$ cat src/logic/ep0_pkg.sv
// Package: constants and carriers for the endpoint-zero request block
package ep0_pkg;

    // SETUP request codes
    localparam logic [7:0] TYPE_OUT_DEV    = 8'h00;
    localparam logic [7:0] TYPE_IN_DEV     = 8'h80;
    localparam logic [7:0] TYPE_IN_IFC     = 8'h81;
    localparam logic [7:0] REQ_SET_ADDR    = 8'h05;
    localparam logic [7:0] REQ_GET_CFG     = 8'h08;
    localparam logic [7:0] REQ_SET_CFG     = 8'h09;
    localparam logic [7:0] REQ_GET_IFC     = 8'h0A;
    localparam logic [7:0] REQ_SET_IFC     = 8'h0B;
    localparam logic [15:0] LEN_ZERO       = 16'h0000;
    localparam logic [15:0] LEN_ONE        = 16'h0001;

    // Register byte addresses on APB
    localparam logic [7:0] ADDR_CTRL       = 8'h00;
    localparam logic [7:0] ADDR_STATUS     = 8'h04;
    localparam logic [7:0] ADDR_SETUP_LO   = 8'h08;
    localparam logic [7:0] ADDR_SETUP_HI   = 8'h0C;
    localparam logic [7:0] ADDR_FADDR      = 8'h10;
    localparam logic [7:0] ADDR_EP0_DATA   = 8'h14;
    localparam logic [7:0] ADDR_EP0_COUNT  = 8'h18;
    localparam logic [7:0] ADDR_EP1_CS     = 8'h1C;
    localparam logic [7:0] ADDR_EP1_COUNT  = 8'h20;
    localparam logic [7:0] ADDR_CFG        = 8'h24;

    // Field positions
    localparam int CTRL_OWNER_BIT   = 0;
    localparam int CTRL_NAK_BIT     = 1;
    localparam int CTRL_REENUM_BIT  = 2;
    localparam int EP1_BUSY_BIT     = 0;
    localparam int EP1_TOGGLE_BIT   = 1;

    localparam logic [6:0]  ADDR_DEFAULT  = 7'h00;
    localparam logic [7:0]  BYTE_ZERO     = 8'h00;
    localparam logic [31:0] WORD_ZERO     = 32'h0000_0000;
    localparam int          NUM_IFC       = 4;
    localparam logic [6:0]  COUNT_ONE     = 7'h01;

    // Decoded SETUP packet
    typedef struct packed {
        logic [7:0]  req_type;
        logic [7:0]  request;
        logic [15:0] value;
        logic [15:0] index;
        logic [15:0] length;
    } setup_pkt_t;

    // Token seen on the USB side
    typedef struct packed {
        logic [6:0] addr;
        logic [3:0] endp;
        logic       is_setup;
        logic       is_in;
        logic       is_out;
    } token_t;

    typedef enum logic [1:0] {
        ST_IDLE   = 2'b00,
        ST_WAIT   = 2'b01,
        ST_STATUS = 2'b11
    } ctl_state_t;

endpackage : ep0_pkg

$ cat src/logic/addr_filter.sv
// Function-address holder and token address match
`timescale 1ns/1ps
module addr_filter
    import ep0_pkg::*;
(
    input  wire logic       pclk,
    input  wire logic       presetn,
    input  wire logic       bus_reset,
    input  wire logic       reenum_pulse,
    input  wire logic       addr_load,
    input  wire logic [6:0] addr_new,
    input  wire logic [6:0] tok_addr,
    output logic      [6:0] func_addr,
    output logic            addr_match
);

    // Loaded only by hardware; the processor can only clear it, through the re-enumeration bit
    always_ff @(posedge pclk or negedge presetn) begin
        if (!presetn) begin
            func_addr <= ADDR_DEFAULT;
        end else if (bus_reset || reenum_pulse) begin // RULE11 RULE13
            func_addr <= ADDR_DEFAULT;
        end else if (addr_load) begin // RULE10 RULE12
            func_addr <= addr_new;
        end
    end

    assign addr_match = (tok_addr == func_addr); // RULE9 RULE14

    addr_reset_a: assert property (@(posedge pclk) disable iff (!presetn)
        (bus_reset || reenum_pulse) |=> func_addr == ADDR_DEFAULT) // RULE13
        else $error("address not cleared");
    addr_hold_a: assert property (@(posedge pclk) disable iff (!presetn)
        !(bus_reset || reenum_pulse || addr_load)
        |=> $stable(func_addr)) // RULE11
        else $error("address changed without cause");

endmodule : addr_filter

$ cat src/logic/setup_decode.sv
// Classifies a SETUP packet into the handled standard requests
`timescale 1ns/1ps
module setup_decode
    import ep0_pkg::*;
(
    input  setup_pkt_t pkt,
    output logic       is_set_cfg,
    output logic       is_get_cfg,
    output logic       is_set_ifc,
    output logic       is_get_ifc,
    output logic       is_set_addr
);

    function automatic logic match(input setup_pkt_t p,
                                   input logic [7:0] t,
                                   input logic [7:0] r,
                                   input logic [15:0] l);
        match = (p.req_type == t) && (p.request == r) && (p.length == l);
    endfunction : match

    assign is_set_cfg  = match(pkt, TYPE_OUT_DEV, REQ_SET_CFG, LEN_ZERO);
    assign is_get_cfg  = match(pkt, TYPE_IN_DEV, REQ_GET_CFG, LEN_ONE);
    assign is_set_ifc  = match(pkt, TYPE_OUT_DEV, REQ_SET_IFC, LEN_ZERO);
    assign is_get_ifc  = match(pkt, TYPE_IN_IFC, REQ_GET_IFC, LEN_ONE);
    assign is_set_addr = match(pkt, TYPE_OUT_DEV, REQ_SET_ADDR, LEN_ZERO);

endmodule : setup_decode

$ cat src/logic/ep0_requests.sv
// Endpoint-zero standard request handling with APB register access
//
// Local design decisions: the APB interface to the registers and the placing of the registers.
`timescale 1ns/1ps
module ep0_requests
    import ep0_pkg::*;
(
    input  wire logic        pclk,
    input  wire logic        presetn,
    input  wire logic        psel,
    input  wire logic        penable,
    input  wire logic        pwrite,
    input  wire logic [7:0]  paddr,
    input  wire logic [31:0] pwdata,
    output logic      [31:0] prdata,
    output logic             pready,
    output logic             pslverr,
    input  wire logic        bus_reset,
    input  wire logic        tok_valid,
    input  token_t           tok,
    input  wire logic        setup_valid,
    input  setup_pkt_t       setup_pkt,
    output logic             tok_accept,
    output logic             hs_ack,
    output logic             hs_nak,
    output logic             zlp_send,
    output logic             in_data_valid,
    output logic      [7:0]  in_data,
    output logic             req_owner,
    output logic      [6:0]  dev_addr
);

    ////////////////////////////////////////////////////////////////////////
    // Behaviour
    // RULE1: host sets configuration, firmware stores it
    // RULE2: firmware ends set-config by clearing handshake NAK
    // RULE3: host then sets interface alternate settings
    // RULE4: get-config: buffer, count one, clear NAK
    // RULE5: set-interface selects alternate setting per interface
    // RULE6: set-interface: operate, reset toggles, re-arm, clear
    // RULE7: clear busy, write count to re-arm
    // RULE8: get-interface returns alternate setting, clears NAK
    // RULE9: fresh device answers only address zero
    // RULE10: hardware captures assigned address automatically
    // RULE11: address holds until reset or detach
    // RULE12: function address read-only from processor
    // RULE13: re-enumeration forces address to zero
    // RULE14: hardware filters on captured address
    // RULE15: owner bit picks default logic or firmware
    // RULE16: zero-length status NAKed until NAK cleared
    ////////////////////////////////////////////////////////////////////////

    logic             request_owner_select;
    logic             handshake_nak_bit;
    logic [7:0]       cfg_value;
    logic [7:0]       alternate_setting_number [NUM_IFC];
    logic [7:0]       ep_zero_buffer;
    logic [6:0]       ep_zero_byte_count;
    logic [1:0]       ep_one_ctrl_status;
    logic [6:0]       ep_one_count;
    setup_pkt_t       last_setup;
    ctl_state_t       state;
    logic             pend_addr;
    logic [6:0]       addr_new;
    logic             addr_load;
    logic             reenum_pulse;
    logic             addr_match;
    logic [6:0]       func_addr;
    logic             is_set_cfg;
    logic             is_get_cfg;
    logic             is_set_ifc;
    logic             is_get_ifc;
    logic             is_set_addr;
    logic             wr;
    logic             rd;
    logic             hit_ep0;
    logic             status_tok;
    logic [1:0]       ifc_sel;

    ////////////////////////////////////////////////////////////////////////
    // Submodules
    setup_decode u_dec (
        .pkt         (setup_pkt),
        .is_set_cfg  (is_set_cfg),
        .is_get_cfg  (is_get_cfg),
        .is_set_ifc  (is_set_ifc),
        .is_get_ifc  (is_get_ifc),
        .is_set_addr (is_set_addr)
    );

    addr_filter u_addr (
        .pclk        (pclk),
        .presetn     (presetn),
        .bus_reset   (bus_reset),
        .reenum_pulse (reenum_pulse),
        .addr_load   (addr_load),
        .addr_new    (addr_new),
        .tok_addr    (tok.addr),
        .func_addr   (func_addr),
        .addr_match  (addr_match)
    );

    ////////////////////////////////////////////////////////////////////////
    // APB decode
    assign wr = psel && penable && pwrite;
    assign rd = psel && !penable && !pwrite;
    assign hit_ep0 = tok_valid && addr_match && (tok.endp == 4'h0);
    assign status_tok = hit_ep0 && (state == ST_STATUS)
                        && (last_setup.req_type[7] ? tok.is_out : tok.is_in);
    assign ifc_sel = last_setup.index[1:0];

    always_ff @(posedge pclk or negedge presetn) begin
        if (!presetn) begin
            pready  <= 1'b0;
            pslverr <= 1'b0;
        end else begin
            pready  <= psel && !penable;
            pslverr <= psel && !penable
                       && !(paddr[1:0] == 2'b00 && paddr <= ADDR_CFG);
        end
    end

    always_ff @(posedge pclk or negedge presetn) begin
        if (!presetn) begin
            prdata <= WORD_ZERO;
        end else if (rd) begin
            if (paddr == ADDR_CTRL)
                prdata <= {29'd0, request_owner_select & 1'b0,
                           handshake_nak_bit, request_owner_select};
            else if (paddr == ADDR_STATUS)
                prdata <= {30'd0, state};
            else if (paddr == ADDR_SETUP_LO)
                prdata <= {last_setup.value, last_setup.request,
                           last_setup.req_type};
            else if (paddr == ADDR_SETUP_HI)
                prdata <= {last_setup.length, last_setup.index};
            else if (paddr == ADDR_FADDR)
                prdata <= {25'd0, func_addr}; // RULE14
            else if (paddr == ADDR_EP0_DATA)
                prdata <= {24'd0, ep_zero_buffer};
            else if (paddr == ADDR_EP0_COUNT)
                prdata <= {25'd0, ep_zero_byte_count};
            else if (paddr == ADDR_EP1_CS)
                prdata <= {30'd0, ep_one_ctrl_status};
            else if (paddr == ADDR_EP1_COUNT)
                prdata <= {25'd0, ep_one_count};
            else if (paddr == ADDR_CFG)
                prdata <= {24'd0, cfg_value};
            else
                prdata <= WORD_ZERO;
        end
    end

    ////////////////////////////////////////////////////////////////////////
    // Control registers
    always_ff @(posedge pclk or negedge presetn) begin
        if (!presetn) begin
            request_owner_select <= 1'b0;
        end else if (wr && paddr == ADDR_CTRL) begin // RULE15
            request_owner_select <= pwdata[CTRL_OWNER_BIT];
        end
    end

    assign reenum_pulse = wr && (paddr == ADDR_CTRL)
                          && pwdata[CTRL_REENUM_BIT]; // RULE13

    // NAK armed by a new SETUP when firmware is owner, cleared otherwise; set wins over a firmware clear
    always_ff @(posedge pclk or negedge presetn) begin
        if (!presetn) begin
            handshake_nak_bit <= 1'b0;
        end else if (bus_reset) begin
            handshake_nak_bit <= 1'b0;
        end else if (setup_valid && hit_ep0) begin
            handshake_nak_bit <= request_owner_select;
        end else if (wr && paddr == ADDR_CTRL
                     && pwdata[CTRL_NAK_BIT]) begin // RULE2 RULE4 RULE8
            handshake_nak_bit <= 1'b0;
        end
    end

    always_ff @(posedge pclk or negedge presetn) begin
        if (!presetn) begin
            last_setup <= '0;
        end else if (setup_valid && hit_ep0) begin
            last_setup <= setup_pkt;
        end
    end

    ////////////////////////////////////////////////////////////////////////
    // Configuration and alternate settings
    always_ff @(posedge pclk or negedge presetn) begin
        if (!presetn) begin
            cfg_value <= BYTE_ZERO;
        end else if (bus_reset) begin
            cfg_value <= BYTE_ZERO;
        end else if (wr && paddr == ADDR_CFG) begin // RULE1
            cfg_value <= pwdata[7:0];
        end else if (setup_valid && hit_ep0 && is_set_cfg
                     && !request_owner_select) begin // RULE1 RULE15
            cfg_value <= setup_pkt.value[7:0];
        end
    end

    always_ff @(posedge pclk or negedge presetn) begin
        if (!presetn) begin
            for (int i = 0; i < NUM_IFC; i++)
                alternate_setting_number[i] <= BYTE_ZERO;
        end else if (bus_reset || (setup_valid && hit_ep0 && is_set_cfg)) begin
            for (int i = 0; i < NUM_IFC; i++) // RULE3
                alternate_setting_number[i] <= BYTE_ZERO;
        end else if (setup_valid && hit_ep0 && is_set_ifc) begin // RULE5
            alternate_setting_number[setup_pkt.index[1:0]] <=
                setup_pkt.value[7:0];
        end
    end

    ////////////////////////////////////////////////////////////////////////
    // Endpoint buffers
    always_ff @(posedge pclk or negedge presetn) begin
        if (!presetn) begin
            ep_zero_buffer     <= BYTE_ZERO;
            ep_zero_byte_count <= 7'h00;
        end else if (wr && paddr == ADDR_EP0_DATA) begin // RULE4
            ep_zero_buffer <= pwdata[7:0];
        end else if (wr && paddr == ADDR_EP0_COUNT) begin // RULE4
            ep_zero_byte_count <= pwdata[6:0];
        end else if (setup_valid && hit_ep0 && !request_owner_select) begin
            ep_zero_byte_count <= COUNT_ONE;
            ep_zero_buffer <= is_get_cfg ? cfg_value
                : alternate_setting_number[setup_pkt.index[1:0]]; // RULE8
        end
    end

    // Busy and toggle take the written value; set-interface resets toggle and sets busy
    always_ff @(posedge pclk or negedge presetn) begin
        if (!presetn) begin
            ep_one_ctrl_status <= 2'b00;
            ep_one_count       <= 7'h00;
        end else if (setup_valid && hit_ep0 && is_set_ifc) begin // RULE6
            ep_one_ctrl_status[EP1_TOGGLE_BIT] <= 1'b0;
            ep_one_ctrl_status[EP1_BUSY_BIT]   <= 1'b1;
        end else if (wr && paddr == ADDR_EP1_CS) begin // RULE7
            ep_one_ctrl_status <= pwdata[1:0];
        end else if (wr && paddr == ADDR_EP1_COUNT) begin // RULE7
            ep_one_count <= pwdata[6:0];
        end
    end

    ////////////////////////////////////////////////////////////////////////
    // Control transfer sequencing
    always_ff @(posedge pclk or negedge presetn) begin
        if (!presetn) begin
            state <= ST_IDLE;
        end else if (bus_reset) begin
            state <= ST_IDLE;
        end else begin
            case (state)
                ST_IDLE: begin
                    if (setup_valid && hit_ep0)
                        state <= ST_WAIT;
                end
                ST_WAIT: begin
                    if (!handshake_nak_bit) // RULE16
                        state <= ST_STATUS;
                end
                ST_STATUS: begin
                    if (status_tok)
                        state <= ST_IDLE;
                end
                default: state <= ST_IDLE;
            endcase
        end
    end

    always_ff @(posedge pclk or negedge presetn) begin
        if (!presetn) begin
            pend_addr <= 1'b0;
            addr_new  <= ADDR_DEFAULT;
        end else if (bus_reset) begin
            pend_addr <= 1'b0;
        end else if (setup_valid && hit_ep0 && is_set_addr) begin
            pend_addr <= 1'b1;
            addr_new  <= setup_pkt.value[6:0];
        end else if (status_tok) begin
            pend_addr <= 1'b0;
        end
    end

    // Address takes effect after status completes, at the old address
    assign addr_load = pend_addr && status_tok; // RULE10

    always_ff @(posedge pclk or negedge presetn) begin
        if (!presetn) begin
            tok_accept    <= 1'b0;
            hs_ack        <= 1'b0;
            hs_nak        <= 1'b0;
            zlp_send      <= 1'b0;
            in_data_valid <= 1'b0;
            in_data       <= BYTE_ZERO;
        end else begin
            tok_accept    <= tok_valid && addr_match; // RULE9 RULE14
            hs_ack        <= (setup_valid && hit_ep0) || status_tok;
            hs_nak        <= hit_ep0 && !setup_valid
                             && (state == ST_WAIT); // RULE16
            zlp_send      <= status_tok && tok.is_in; // RULE16
            in_data_valid <= hit_ep0 && tok.is_in && state == ST_STATUS
                             && last_setup.req_type[7]; // RULE4 RULE8
            in_data       <= ep_zero_buffer;
        end
    end

    always_ff @(posedge pclk or negedge presetn) begin
        if (!presetn) begin
            req_owner <= 1'b0;
            dev_addr  <= ADDR_DEFAULT;
        end else begin
            req_owner <= request_owner_select;
            dev_addr  <= func_addr;
        end
    end

    ////////////////////////////////////////////////////////////////////////
    // Checks
    nak_hold_a: assert property (@(posedge pclk) disable iff (!presetn)
        (state == ST_WAIT && handshake_nak_bit) |=> state == ST_WAIT) // RULE16
        else $error("status left while NAK set");
    nak_clear_a: assert property (@(posedge pclk) disable iff (!presetn)
        (wr && paddr == ADDR_CTRL && pwdata[CTRL_NAK_BIT] && !bus_reset
         && !(setup_valid && hit_ep0)) |=> !handshake_nak_bit) // RULE2
        else $error("NAK bit not cleared");
    accept_addr_a: assert property (@(posedge pclk) disable iff (!presetn)
        tok_accept |-> $past(tok.addr) == $past(func_addr)) // RULE9
        else $error("token accepted at wrong address");
    cfg_auto_a: assert property (@(posedge pclk) disable iff (!presetn)
        (setup_valid && hit_ep0 && is_set_cfg && !request_owner_select
         && !bus_reset && !(wr && paddr == ADDR_CFG))
        |=> cfg_value == $past(setup_pkt.value[7:0])) // RULE1
        else $error("configuration not stored");
    owner_nak_a: assert property (@(posedge pclk) disable iff (!presetn)
        (setup_valid && hit_ep0 && !bus_reset)
        |=> handshake_nak_bit == $past(request_owner_select)) // RULE15
        else $error("owner select ignored");
    ifc_toggle_a: assert property (@(posedge pclk) disable iff (!presetn)
        (setup_valid && hit_ep0 && is_set_ifc)
        |=> !ep_one_ctrl_status[EP1_TOGGLE_BIT]) // RULE6
        else $error("toggle not reset");
    busy_clr_a: assert property (@(posedge pclk) disable iff (!presetn)
        (wr && paddr == ADDR_EP1_CS && !pwdata[EP1_BUSY_BIT]
         && !(setup_valid && hit_ep0 && is_set_ifc))
        |=> !ep_one_ctrl_status[EP1_BUSY_BIT]) // RULE7
        else $error("busy not cleared");
    addr_out_a: assert property (@(posedge pclk) disable iff (!presetn)
        addr_load |=> ##1 dev_addr == $past(addr_new, 2)) // RULE10
        else $error("address not captured");
    get_cfg_a: assert property (@(posedge pclk) disable iff (!presetn)
        (wr && paddr == ADDR_EP0_COUNT) |=>
        ep_zero_byte_count == $past(pwdata[6:0])) // RULE4
        else $error("byte count not written");
    ifc_store_a: assert property (@(posedge pclk) disable iff (!presetn)
        (setup_valid && hit_ep0 && is_set_ifc && !bus_reset)
        |=> alternate_setting_number[$past(setup_pkt.index[1:0])]
            == $past(setup_pkt.value[7:0])) // RULE5 RULE8
        else $error("alternate setting not stored");

    setup_c: cover property (@(posedge pclk) setup_valid && hit_ep0);
    status_c: cover property (@(posedge pclk) status_tok);
    addr_c: cover property (@(posedge pclk) addr_load);
    reenum_c: cover property (@(posedge pclk) reenum_pulse);

endmodule : ep0_requests

$ cat config.mk
export PLATFORM = sky130hd
export DESIGN_NAME = ep0_requests
export DESIGN_NICKNAME = d
export VERILOG_FILES = /design/src/logic/ep0_pkg.sv /design/src/logic/addr_filter.sv /design/src/logic/setup_decode.sv /design/src/logic/ep0_requests.sv
export SDC_FILE = /design/constraint.sdc
export NUM_CORES = 1
export LEC_CHECK = 0
export ABC_CLOCK_PERIOD_IN_PS = 2700
export CAP_MARGIN = 20
export CORE_ASPECT_RATIO = 0.7
export CORE_MARGIN = 2
export CORE_UTILIZATION = 57
export DETAILED_ROUTE_END_ITERATION = 8
export DONT_BUFFER_PORTS = 1
export GPL_TIMING_DRIVEN = 0
export PLACE_DENSITY = 0.75
export SLEW_MARGIN = 20
export SYNTH_ARGS = -nofsm -noshare
export SYNTH_HDL_FRONTEND = slang
export SYNTH_SLANG_ARGS = --single-unit
$ cat constraint.sdc
create_clock -name pclk -period 2.7 [get_ports pclk]
set_clock_uncertainty 0.1 [all_clocks]
set_input_delay 0.135 -clock pclk [delete_from_list [all_inputs] [get_ports pclk]]
set_output_delay 0.135 -clock pclk [all_outputs]
set_load 0.005 [all_outputs]
## After elaboration in Yosys (flattened, before gate mapping)

Cells that the tools add are included.

- Flip-flop bits (word level): 202
- Input port bits: 126
- Output and inout bits: 55

- Order comparisons: 3
- Equal/unequal tests: 22
- Muxes and demuxes: 43
- Bitwise gates (word level): 5
- Reductions and logical operators: 67

Operator list:

| cell | number |
|---|---|
| two-way mux 32 bit | 6 |
| two-way mux 8 bit | 16 |
| equality test 8 x 4 -> 1 bit, second input constant | 5 |
| logical AND 1 bit | 40 |
| bitwise mux 32 bit | 1 |
| equality test 8 x 5 -> 1 bit, second input constant | 4 |
| two-way mux 7 bit | 4 |
| binary-select mux 8 bit (select 2 bit) | 1 |
| demux 8 bit (select 2 bit) | 1 |
| equality test 16 x 1 -> 1 bit, second input constant | 1 |
| equality test 8 x 3 -> 1 bit, second input constant | 2 |
| equality test 8 x 6 -> 1 bit, second input constant | 2 |
| logical NOT 16 bit | 1 |
| logical NOT 8 bit | 2 |
| two-way mux 2 bit | 6 |
| nonzero test 2 bit | 5 |
| inequality test 3 bit, second input constant | 3 |
| nonzero test 3 bit | 3 |
| equality test 8 bit, second input constant | 1 |
| less-or-equal comparator 8 x 6 -> 1 bit, second input constant | 1 |
| equality test 7 bit | 1 |
| two-way mux 1 bit | 7 |
| case mux 2 bit (3 select lines) | 1 |
| AND reduction 2 bit | 3 |
| other kinds (12) | 23 |

## Depth between registers and ports, before layout

Gate-level depths: netlist of run 1.

- Depth in word-level cells: 11
- Depth in mapped cells: 9
- Depth with buffers taken out: 6

## Hierarchy

Synthesis of run 1 repeated with hierarchy kept, for this count alone.

- Cells, all modules: 906
- Area total of the unflattened synthesis: 9252.6 µm²

Modules (own cells, without submodules):

| module | instances | cells an instance | area an instance (µm²) | sequential area each (µm²) |
|---|---|---|---|---|
| ep0_requests | 1 | 849 | 8680.8 | 4879.7 |
| addr_filter | 1 | 33 | 367.9 | 175.2 |
| setup_decode | 1 | 24 | 203.9 | 0.0 |

## Worst setup path after synthesis of run 1

Ideal clock, no wire load.

- Path type: input-to-reg
- Start point: input setup_pkt[5] (netlist name)
- End point: register ep_one_count[0]
- Setup time: 125 ps
- Arrival: 2261 ps
- Required time: 2475 ps
- Setup slack: 214 ps
- Cell stages on the path: 7
- Path buffers: 1
- Cell sequence: or4_4 > or4b_4 > nor3_4 > nand4_1 > and4_1 > buf_6 > mux2_4

- Word-level cells in the longest chain between the ends: 5

Ends and longest elaborated chain:

| element | line | text |
|---|---|---|
| from (decl) | ep0_requests.sv:22 | `input setup_pkt_t setup_pkt,` |
| logical NOT 16 bit | setup_decode.sv:18 | `match = (p.req_type == t) && (p.request == r) && (p.length == l);` |
| logical AND 1 bit | setup_decode.sv:18 |  |
| logical AND 1 bit | ep0_requests.sv:239 | `end else if (setup_valid && hit_ep0 && is_set_ifc) begin` |
| NOT 1 bit (no source line) | - |  |
| AND reduction 3 bit (no source line) | - |  |
| to (signal assigned) | ep0_requests.sv:245 | `ep_one_count <= pwdata[6:0];` |
| to (decl) | ep0_requests.sv:60 | `logic [6:0] ep_one_count;` |

No other way between the ends.
A chain may end at the register's enable or synchronous reset.

## Final worst setup path of run 1

- Start point: register u_addr.func_addr[6]
- End point: register ep_one_count[6]

- Word-level cells in the longest chain between the ends: 7

Ends and longest elaborated chain:

| element | line | text |
|---|---|---|
| from (decl) | addr_filter.sv:13 | `output logic [6:0] func_addr,` |
| from (signal assigned) | addr_filter.sv:24 | `func_addr <= addr_new;` |
| equality test 7 bit | addr_filter.sv:28 | `assign addr_match = (tok_addr == func_addr);` |
| logical AND 1 bit (2 in series) | ep0_requests.sv:107 | `assign hit_ep0 = tok_valid && addr_match && (tok.endp == 4'h0);` |
| logical AND 1 bit (2 in series) | ep0_requests.sv:239 |  |
| NOT 1 bit (no source line) | - |  |
| AND reduction 3 bit (no source line) | - |  |

No other way between the ends.

==> qor.csv, run 1 <==
stage;metric;value;unit
run_status;outcome;finished, violations left;
run_status;failing checks;hold timing;
global_route;first-pass GRT wire length;42900;microns
synth;async set-reset flop share out of synthesis;100;%
worst_setup_path;Reg2Reg Depth;9;
global_route;GR Util All Layers;33.3;%
worst_setup_path;Worst setup SP type;flop;
synth;largest area contributor in the netlist;dfrtp_1;
sta;Fin Hold WS;-775;ps
power;Comb pwr share;4.9;%
worst_setup_path;Worst R2R Start;u_addr.func_addr[6]$_DFFE_PN0P_;
sta;relative slew slack;47.1;%
worst_setup_path;Critical path origin;u_addr.func_addr[6]$_DFFE_PN0P_;
hold_path;worst min-delay path class;input pin to asynchronous set/reset pin;
synth;Distinct cells, synth;51;
worst_setup_path;Max FO, Critical Path;7;
global_route;GR Util met2;50.7;%
sta;worst slew pin tran;782;ps
synth;syn nets;1020;
placed_design;routability cong.;0.940;
sta;fin crit share;96.8;%
sta;minimum clock period;2610;ps
clocking;TritonCTS buffer count;20;
power;sequential power share;47.3;%
power;Int Pwr;0.00507;W
floorplanning;DIE AREA;17100;sq um
sta;setup violators final;0;
global_route;initial antenna violation count;3;
power;Clock power frac;47.7;%
routing;initial detailed-routing violation count;670;
synth;top cell type's share of synthesized area;55.4;%
synth;Synth Cell Area;9130;sq um
routing;drt total wl;28200;microns
global_route;gr busiest metal;met2;
clocking;Clock Latency Late Sink;510;ps
clocking;deepest clock path buffer count;3;
flow_run;maxcap violations;0;
worst_setup_path;CP arrival;2880;ps
worst_setup_path;CP Data Required Time;2970;ps
clocking;clock tree from TritonCTS;done;
finish;Area growth, synth to finish;22.1;%
placed_design;number of buffers inserted by port buffering;0;
clocking;clock root cell;clkbuf_16;
routing;antenna-violating nets left;0;
global_route;Congestion Overflow GR;0;
synth;syn_area_per_cell;10.2;sq um
sta;max-slew violation count;0;
clocking;clock sinks;202;
synth;Yosys reg bits;202;
clocking;H-tree depth reported by CTS;1;
synth;dominant cells by area after synthesis;dfrtp_1 55%, nand2_1 9.5%, mux2i_1 6.9%;
routing;Pre-antenna DRT Iters;7;
clocking;hold-fix buffers at CTS;86;
power;Power Density;583;nW/um^2
global_route;GRT met3 Usage;9.14;%
floorplanning;Starting Density;58.5;%
finish;# nets final;1135;
power;P_sw;0.00142;W
synth;Gate Count Post-Synth;894;
worst_setup_path;CP endpoint;ep_one_count[6]$_DFFE_PN0P_;
sta;Setup TNS;0;ps
routing;routed len/inst;23.0;microns
global_route;number of global-route vias before repair;7454;
floorplanning;core area;15600;sq um
synth;Top FF cell, synth;dfrtp_1;
worst_setup_path;crit path capture type;flop;
routing;post-DR vias/cell;6.17;
finish;share of cells above drive strength 1;10.7;%
worst_setup_path;critical path class;flop to flop;
worst_setup_path;reg2reg end;ep_one_count[6]$_DFFE_PN0P_;
floorplanning;floorplan row count;38;
floorplanning;Die Y;110;microns
synth;Yosys Warn Count;0;
global_route;GRT met1 Usage;48.3;%
floorplanning;Top Ports;181;
synth;Seq/Total Area, Yosys;55.4;%
clocking;clock-pin slew on the worst setup and hold paths;70;ps
placed_design;HPWL after detailed placement;18200;microns
power;VDD IR max;0.000484;V
power;cell leakage power;5.39;nW
sta;Max Clock Freq;0.383;GHz
global_route;pin count of the biggest net entering global routing;203;
routing;vias;7552;
routing;DRC viols;0;
power;Sw Share;21.9;%
floorplanning;Die Wd;155;microns
worst_setup_path;R2R setup slack;90;ps
synth;Post-synth EDFFs;0;
sta;Fin. Hold Viols;203;
timing repair:
item / in CTS / in global routing
buffers inserted: 3 / 3
endpoints found under the hold margin: 355 / 202
pin swaps: 2 / 4
gates cloned: 0 / 0
endpoints found under the setup margin: 146 / 118
gates resized for setup: 12 / 12
power by group through the flow:
stage,sequential [W],clock (W),combinational (W)
final,0.00308,0.00310,0.000320
after global routing,0.00308,0.00323,0.000340
after CTS,0.00308,0.00312,0.000304
after detailed placement,0.00313,0,0.000168
after global placement,0.00313,0,0.000166
after floorplan,0.00312,0,0.000127
cells in the mapped netlist, types with 8 or more instances:
cell / n
dfrtp_1: 202
a22oi_1: 30
inv_1: 14
nand2b_1: 9
mux2i_1: 63
nor2_1: 70
o21ai_0: 57
mux2_2: 20
nor4_1: 10
nand3_1: 16
buf_1: 8
a21oi_1: 19
mux4_2: 8
clkbuf_1: 35
nand2_1: 232
cells by family (layout without fill, tap and decap cells):
family | Yosys count | count (layout) | share of synthesized area [%]
compound gates | 144 | 144 | 10.0
buf+inv | 59 | 186 | 2.52
flops | 202 | 202 | 55.4
mux | 98 | 98 | 12.5
xor+xnor | 6 | 6 | 0.576
other cells | 0 | 3 | 0
simple gates | 385 | 385 | 19.0
state kept, by name (all words and copies together), names as in the netlist, 2 cells and up:
| name | cells |
|---|---|
| u_addr.func_addr | 7 |
| ifc_sel | 2 |
| ep_zero_byte_count | 7 |
| dev_addr | 7 |
| state | 2 |
| ep_one_count | 7 |
| alternate_setting_number | 32 |
| cfg_value | 8 |
| ep_one_ctrl_status | 2 |
| in_data | 8 |
| prdata | 32 |
| ep_zero_buffer | 8 |
| addr_new | 7 |
| last_setup | 62 |
worst min-delay path by stage:
stage	from	endpoint	slack [ps]	cells past startpoint
6_report	presetn	ep_zero_byte_count[2]$_DFFE_PN0P_	-770	0
3_5_place_dp	presetn	dev_addr[3]$_DFF_PN0_	-260	0
5_1_grt	presetn	pready$_DFF_PN0_	-780	0
2_1_floorplan	presetn	addr_new[0]$_DFFE_PN0P_	-260	0
3_3_place_gp	presetn	dev_addr[0]$_DFF_PN0_	-260	0
4_1_cts	presetn	ep_zero_byte_count[2]$_DFFE_PN0P_	-790	0
placed cells by master, fill, tap and decap left out, types with 3 or more instances in the layout:
cell,n
a21oi_1,19
a221oi_1,5
a22o_1,7
a22oi_1,30
a2bb2oi_1,4
and2_1,3
and3_1,6
buf_1,3
buf_2,7
buf_4,6
bufinv_16,5
clkbuf_1,34
clkbuf_16,20
clkinv_2,3
dfrtp_1,200
diode_2,3
dlygate4sd3_1,86
inv_1,14
mux2_2,20
mux2_4,7
mux2i_1,63
mux4_2,8
nand2_1,231
nand2b_1,8
nand3_1,14
nand4_1,4
nand4_2,4
nand4b_1,3
nor2_1,70
nor2b_1,4
nor3_1,5
nor3b_1,3
nor4_1,8
nor4_4,4
o21ai_0,57
o221ai_1,6
o22ai_1,5
xnor2_1,4
worst max-delay path: stages, from the launching register on:
cell     delay [ps]
dfrtp_1         480
xnor2_1         200
nand2_1         170
nor4_4          230
buf_4           190
buf_4           170
nand4_1         200
and4_1          300
buf_6           150
mux2_4          300
per-stage QoR:
step / instances / util [%] / total power (W) / setup slack (ps) / cell area, sq um
finish: 1224 / 71.5 / 0.00650 / 87.7 / 11100
global route: 1222 / 71.4 / 0.00664 / -18.9 / 11100
CTS: 1218 / 70.9 / 0.00650 / 2.82 / 11100
detailed placement: 1095 / 60.3 / 0.00330 / -846 / 9400
global placement: 1094 / 60.1 / 0.00330 / -867 / 9380
floorplan: 894 / - / 0.00325 / 214 / 9130
layer usage:
layer	share of wire (%)	routed length, microns	vias to the layer above
li1	-	-	3354
met1	43	12000	3741
met2	44	12400	404
met3	11	3230	51
met4	2.0	568	2
met5	0.039	11	-
layout make-up:
type,count,area [sq um]
Buffer,45,186
Antenna cell,3,7.51
Clock inverter,12,205
Clock buffer,22,518
Timing Repair Buffer,93,911
Inverter,14,52.6
Multi-Input combinational cell,633,3960
Fill cell,1144,4450
Sequential cell,202,5060
Tap cell,200,250
No activity file was read; power rests on OpenSTA's default activity.
==> run 2: changes to the inputs <==
--- a/config.mk
+++ b/config.mk
@@ -13,7 +13,7 @@
 export DETAILED_ROUTE_END_ITERATION = 8
 export DONT_BUFFER_PORTS = 1
 export GPL_TIMING_DRIVEN = 0
-export PLACE_DENSITY = 0.75
+export PLACE_DENSITY = 0.83
 export SLEW_MARGIN = 20
 export SYNTH_ARGS = -nofsm -noshare
 export SYNTH_HDL_FRONTEND = slang
==> run 2 against run 1 <==
The flow still finishes with violations (hold timing). Flip-flop and latch count unchanged. First-iteration DRC count increased by 52%. Non-clock buffer count increased by 2. Final area decreased by 0.59%. Combinational power increased by 1%. Via count increased by 2.8%. Sequential share of layout area increased by 0.27 points. Global-route usage increased by 1.1 points. Setup slack got worse by 3.2 ps. Cell count unchanged. Critical endpoint unchanged. Largest power group is now sequential cells.
==> qor.csv, run 2 (synthesis gave the netlist of run 1 again) <==
stage;metric;value;unit;change
placed_design;# placed instances;1094;;-0.091%
global_route;pin count of the biggest net entering global routing;203;;unchanged
finish;Final Cell Area;11100;sq um;-0.59%
placed_design;pre-CTS setup slack;-920;ps;-73.5 ps
finish;largest registers;last_setup: 62 flops, alternate_setting_number: 32 flops, prdata: 32 flops;;
routing;met1 wire length;11500;microns;-4.5%
sta;fin crit share;96.9;%;+0.12 points
clocking;H-tree depth reported by CTS;1;;unchanged
run_status;outcome;finished, violations left;;
floorplanning;Top Ports;181;;unchanged
global_route;GR Util All Layers;34.4;%;+1.1 points
clocking;clock-pin slew on the worst setup and hold paths;60;ps;about the same
clocking;TritonCTS buffer count;20;;unchanged
power;Comb pwr share;5.2;%;+0.3 points
placed_design;number of buffers inserted by port buffering;0;;unchanged
sta;worst slew pin tran;882;ps;+99.8 ps
worst_setup_path;Reg2Reg Depth;9;;unchanged
routing;Detail Route met3 WL;4060;microns;+26%
clocking;clock root cell;clkbuf_16;;
global_route;initial antenna violation count;3;;unchanged
clocking;deepest clock path buffer count;3;;unchanged
global_route;first-pass GRT wire length;44500;microns;+3.8%
power;P_sw;0.00138;W;-3.0%
routing;vias;7767;;+2.8%
finish;Filler Cell Count;1050;;-8.2%
sta;post-route setup slack;84.6;ps;-3.17 ps
global_route;Congestion Overflow GR;0;;unchanged
sta;setup violators final;0;;unchanged
clocking;clock sinks;202;;unchanged
routing;initial detailed-routing violation count;1018;;+52%
worst_setup_path;CP Data Required Time;2970;ps;about the same
sta;Fin Hold WS;-771;ps;+4.40 ps
flow_run;maxcap violations;0;;unchanged
power;Int Pwr;0.00480;W;-5.3%
finish;share of cells above drive strength 1;10.2;%;-0.51 points
sta;Max Clock Freq;0.382;GHz;-0.12%
power;Sw Share;22.3;%;+0.42 points
placed_design;routability cong.;0.989;;+5.2%
clocking;Clock Latency Late Sink;500;ps;about the same
power;cell leakage power;5.36;nW;-0.67%
routing;antenna-violating nets left;0;;unchanged
routing;WL met2;12600;microns;+2.0%
worst_setup_path;Max FO, Critical Path;7;;unchanged
floorplanning;core area;15600;sq um;unchanged
routing;drt total wl;29200;microns;+3.5%
finish;Top reg by flops;last_setup;;
worst_setup_path;crit path capture type;flop;;
floorplanning;floorplan row count;38;;unchanged
worst_setup_path;Worst setup SP type;flop;;
power;VDD IR max;0.000480;V;-0.74%
power;sequential power share;49.8;%;+2.5 points
floorplanning;Die Y;110;microns;unchanged
finish;Area growth, synth to finish;21.4;%;
power;Clock power frac;45.0;%;-2.7 points
run_status;failing checks;hold timing;;
finish;max FFs per register;62;;unchanged
floorplanning;DIE AREA;17100;sq um;unchanged
worst_setup_path;CP arrival;2890;ps;about the same
placed_design;Cell Area, Placed;9390;sq um;about the same
finish;most frequent cells in the layout;232 x nand2_1, 200 x dfrtp_1, 90 x dlygate4sd3_1, 68 x nor2_1, 63 x mux2i_1;;
clocking;hold-fix buffers at CTS;90;;+4.7%
finish;# nets final;1137;;+0.18%
worst_setup_path;critical path class;flop to flop;;
sta;relative slew slack;40.7;%;-6.4 points
routing;DRC viols;0;;unchanged
hold_path;worst min-delay path class;input pin to asynchronous set/reset pin;;
routing;post-DR vias/cell;6.35;;+2.8%
finish;Layout Cells excl Fill;1224;;unchanged
clocking;clock tree from TritonCTS;done;;
routing;routed len/inst;23.8;microns;+3.5%
finish;commonest non-fill, non-tap cell in the layout;nand2_1;;
routing;Pre-antenna DRT Iters;5;;-2
global_route;number of global-route vias before repair;7780;;+4.4%
power;Power Density;558;nW/um^2;-4.3%
sta;Fin. Hold Viols;203;;unchanged
sta;max-slew violation count;0;;unchanged
routing;top layer in use;met5;;
floorplanning;Die Wd;155;microns;unchanged
sta;minimum clock period;2620;ps;+3.17 ps
placed_design;HPWL after detailed placement;18600;microns;+2.2%
floorplanning;Starting Density;58.5;%;unchanged
sta;unrepaired setup endpoints after global routing;no;;
==> run 2: cell types whose count changed in the layout (fill, tap and decap cells not counted), sizes merged <==
cell / delta
buf: -4
inv: -1
clkbuf: +8
bufinv: -4
dlygate4sd3: +4
clkinv: -1
diode: -2
==> run 2: worst paths after layout <==
kind / startpoint / end / slack [ps]
hold reg to reg: ep_zero_buffer[3]$_DFFE_PN0P_ / in_data[3]$_DFF_PN0_ / 270
hold / removal: presetn / prdata[5]$_DFFE_PN0P_ / -770
setup reg to reg: u_addr.func_addr[0]$_DFFE_PN0P_ / ep_one_count[6]$_DFFE_PN0P_ / 80
max in group asynchronous: presetn / alternate_setting_number[19]$_DFFE_PN0P_ / 2950
min in group pclk: paddr[6] / ep_zero_byte_count[0]$_DFFE_PN0P_ / 0
setup / recovery: u_addr.func_addr[0]$_DFFE_PN0P_ / ep_one_count[6]$_DFFE_PN0P_ / 80
==> run 2: critical path: stages, from the launching register on <==
cell	delay, ps
dfrtp_1	450
xnor2_1	180
nand2_1	170
nor4_4	270
buf_4	190
buf_4	170
nand4_1	210
and4_1	290
buf_6	150
mux2_4	300
==> run 2: power by group through the flow <==
stage | clock network, W | logic [W] | registers, W
3_3_place_gp | 0 | 0.000164 | 0.00313
6_report | 0.00278 | 0.000324 | 0.00308
5_1_grt | 0.00292 | 0.000341 | 0.00308
3_5_place_dp | 0 | 0.000167 | 0.00313
4_1_cts | 0.00278 | 0.000306 | 0.00308
2_1_floorplan | 0 | 0.000127 | 0.00312
==> run 2: layout make-up <==
type / instances / area [sq um] / area share (%)
repair buffers: 95 / 938 / 8.47
flip-flops and latches: 202 / 5060 / 45.6
diodes: 1 / 2.50 / 0.0226
well taps: 200 / 250 / 2.26
inverters: 14 / 52.6 / 0.474
clock inverters: 6 / 63.8 / 0.576
multi-input cells: 633 / 3940 / 35.6
clock buffers: 28 / 582 / 5.25
plain buffers: 45 / 191 / 1.73
==> run 2: stage by stage <==
step	utilization [%]	power [W]	TNS, ps
2_1_floorplan	-	0.00325	0
3_3_place_gp	60.1	0.00330	-72190
3_5_place_dp	60.2	0.00330	-80970
4_1_cts	70.6	0.00616	-3.02
5_1_grt	71.0	0.00633	0
6_report	71.0	0.00618	0
==> run 2: what timing repair did <==
item,CTS,global route
endpoints found under the setup margin,148,140
resized for setup,11,15
buffers inserted,2,3
hold endpoints to repair,356,202
pin swaps,1,5
==> run 2: metal layers <==
layer  track usage (%)  vias to the layer above
met5                 0                        -
met4              11.1                        2
met3              12.5                       97
met2              50.9                      547
met1              47.7                     3776
li1                  -                     3345
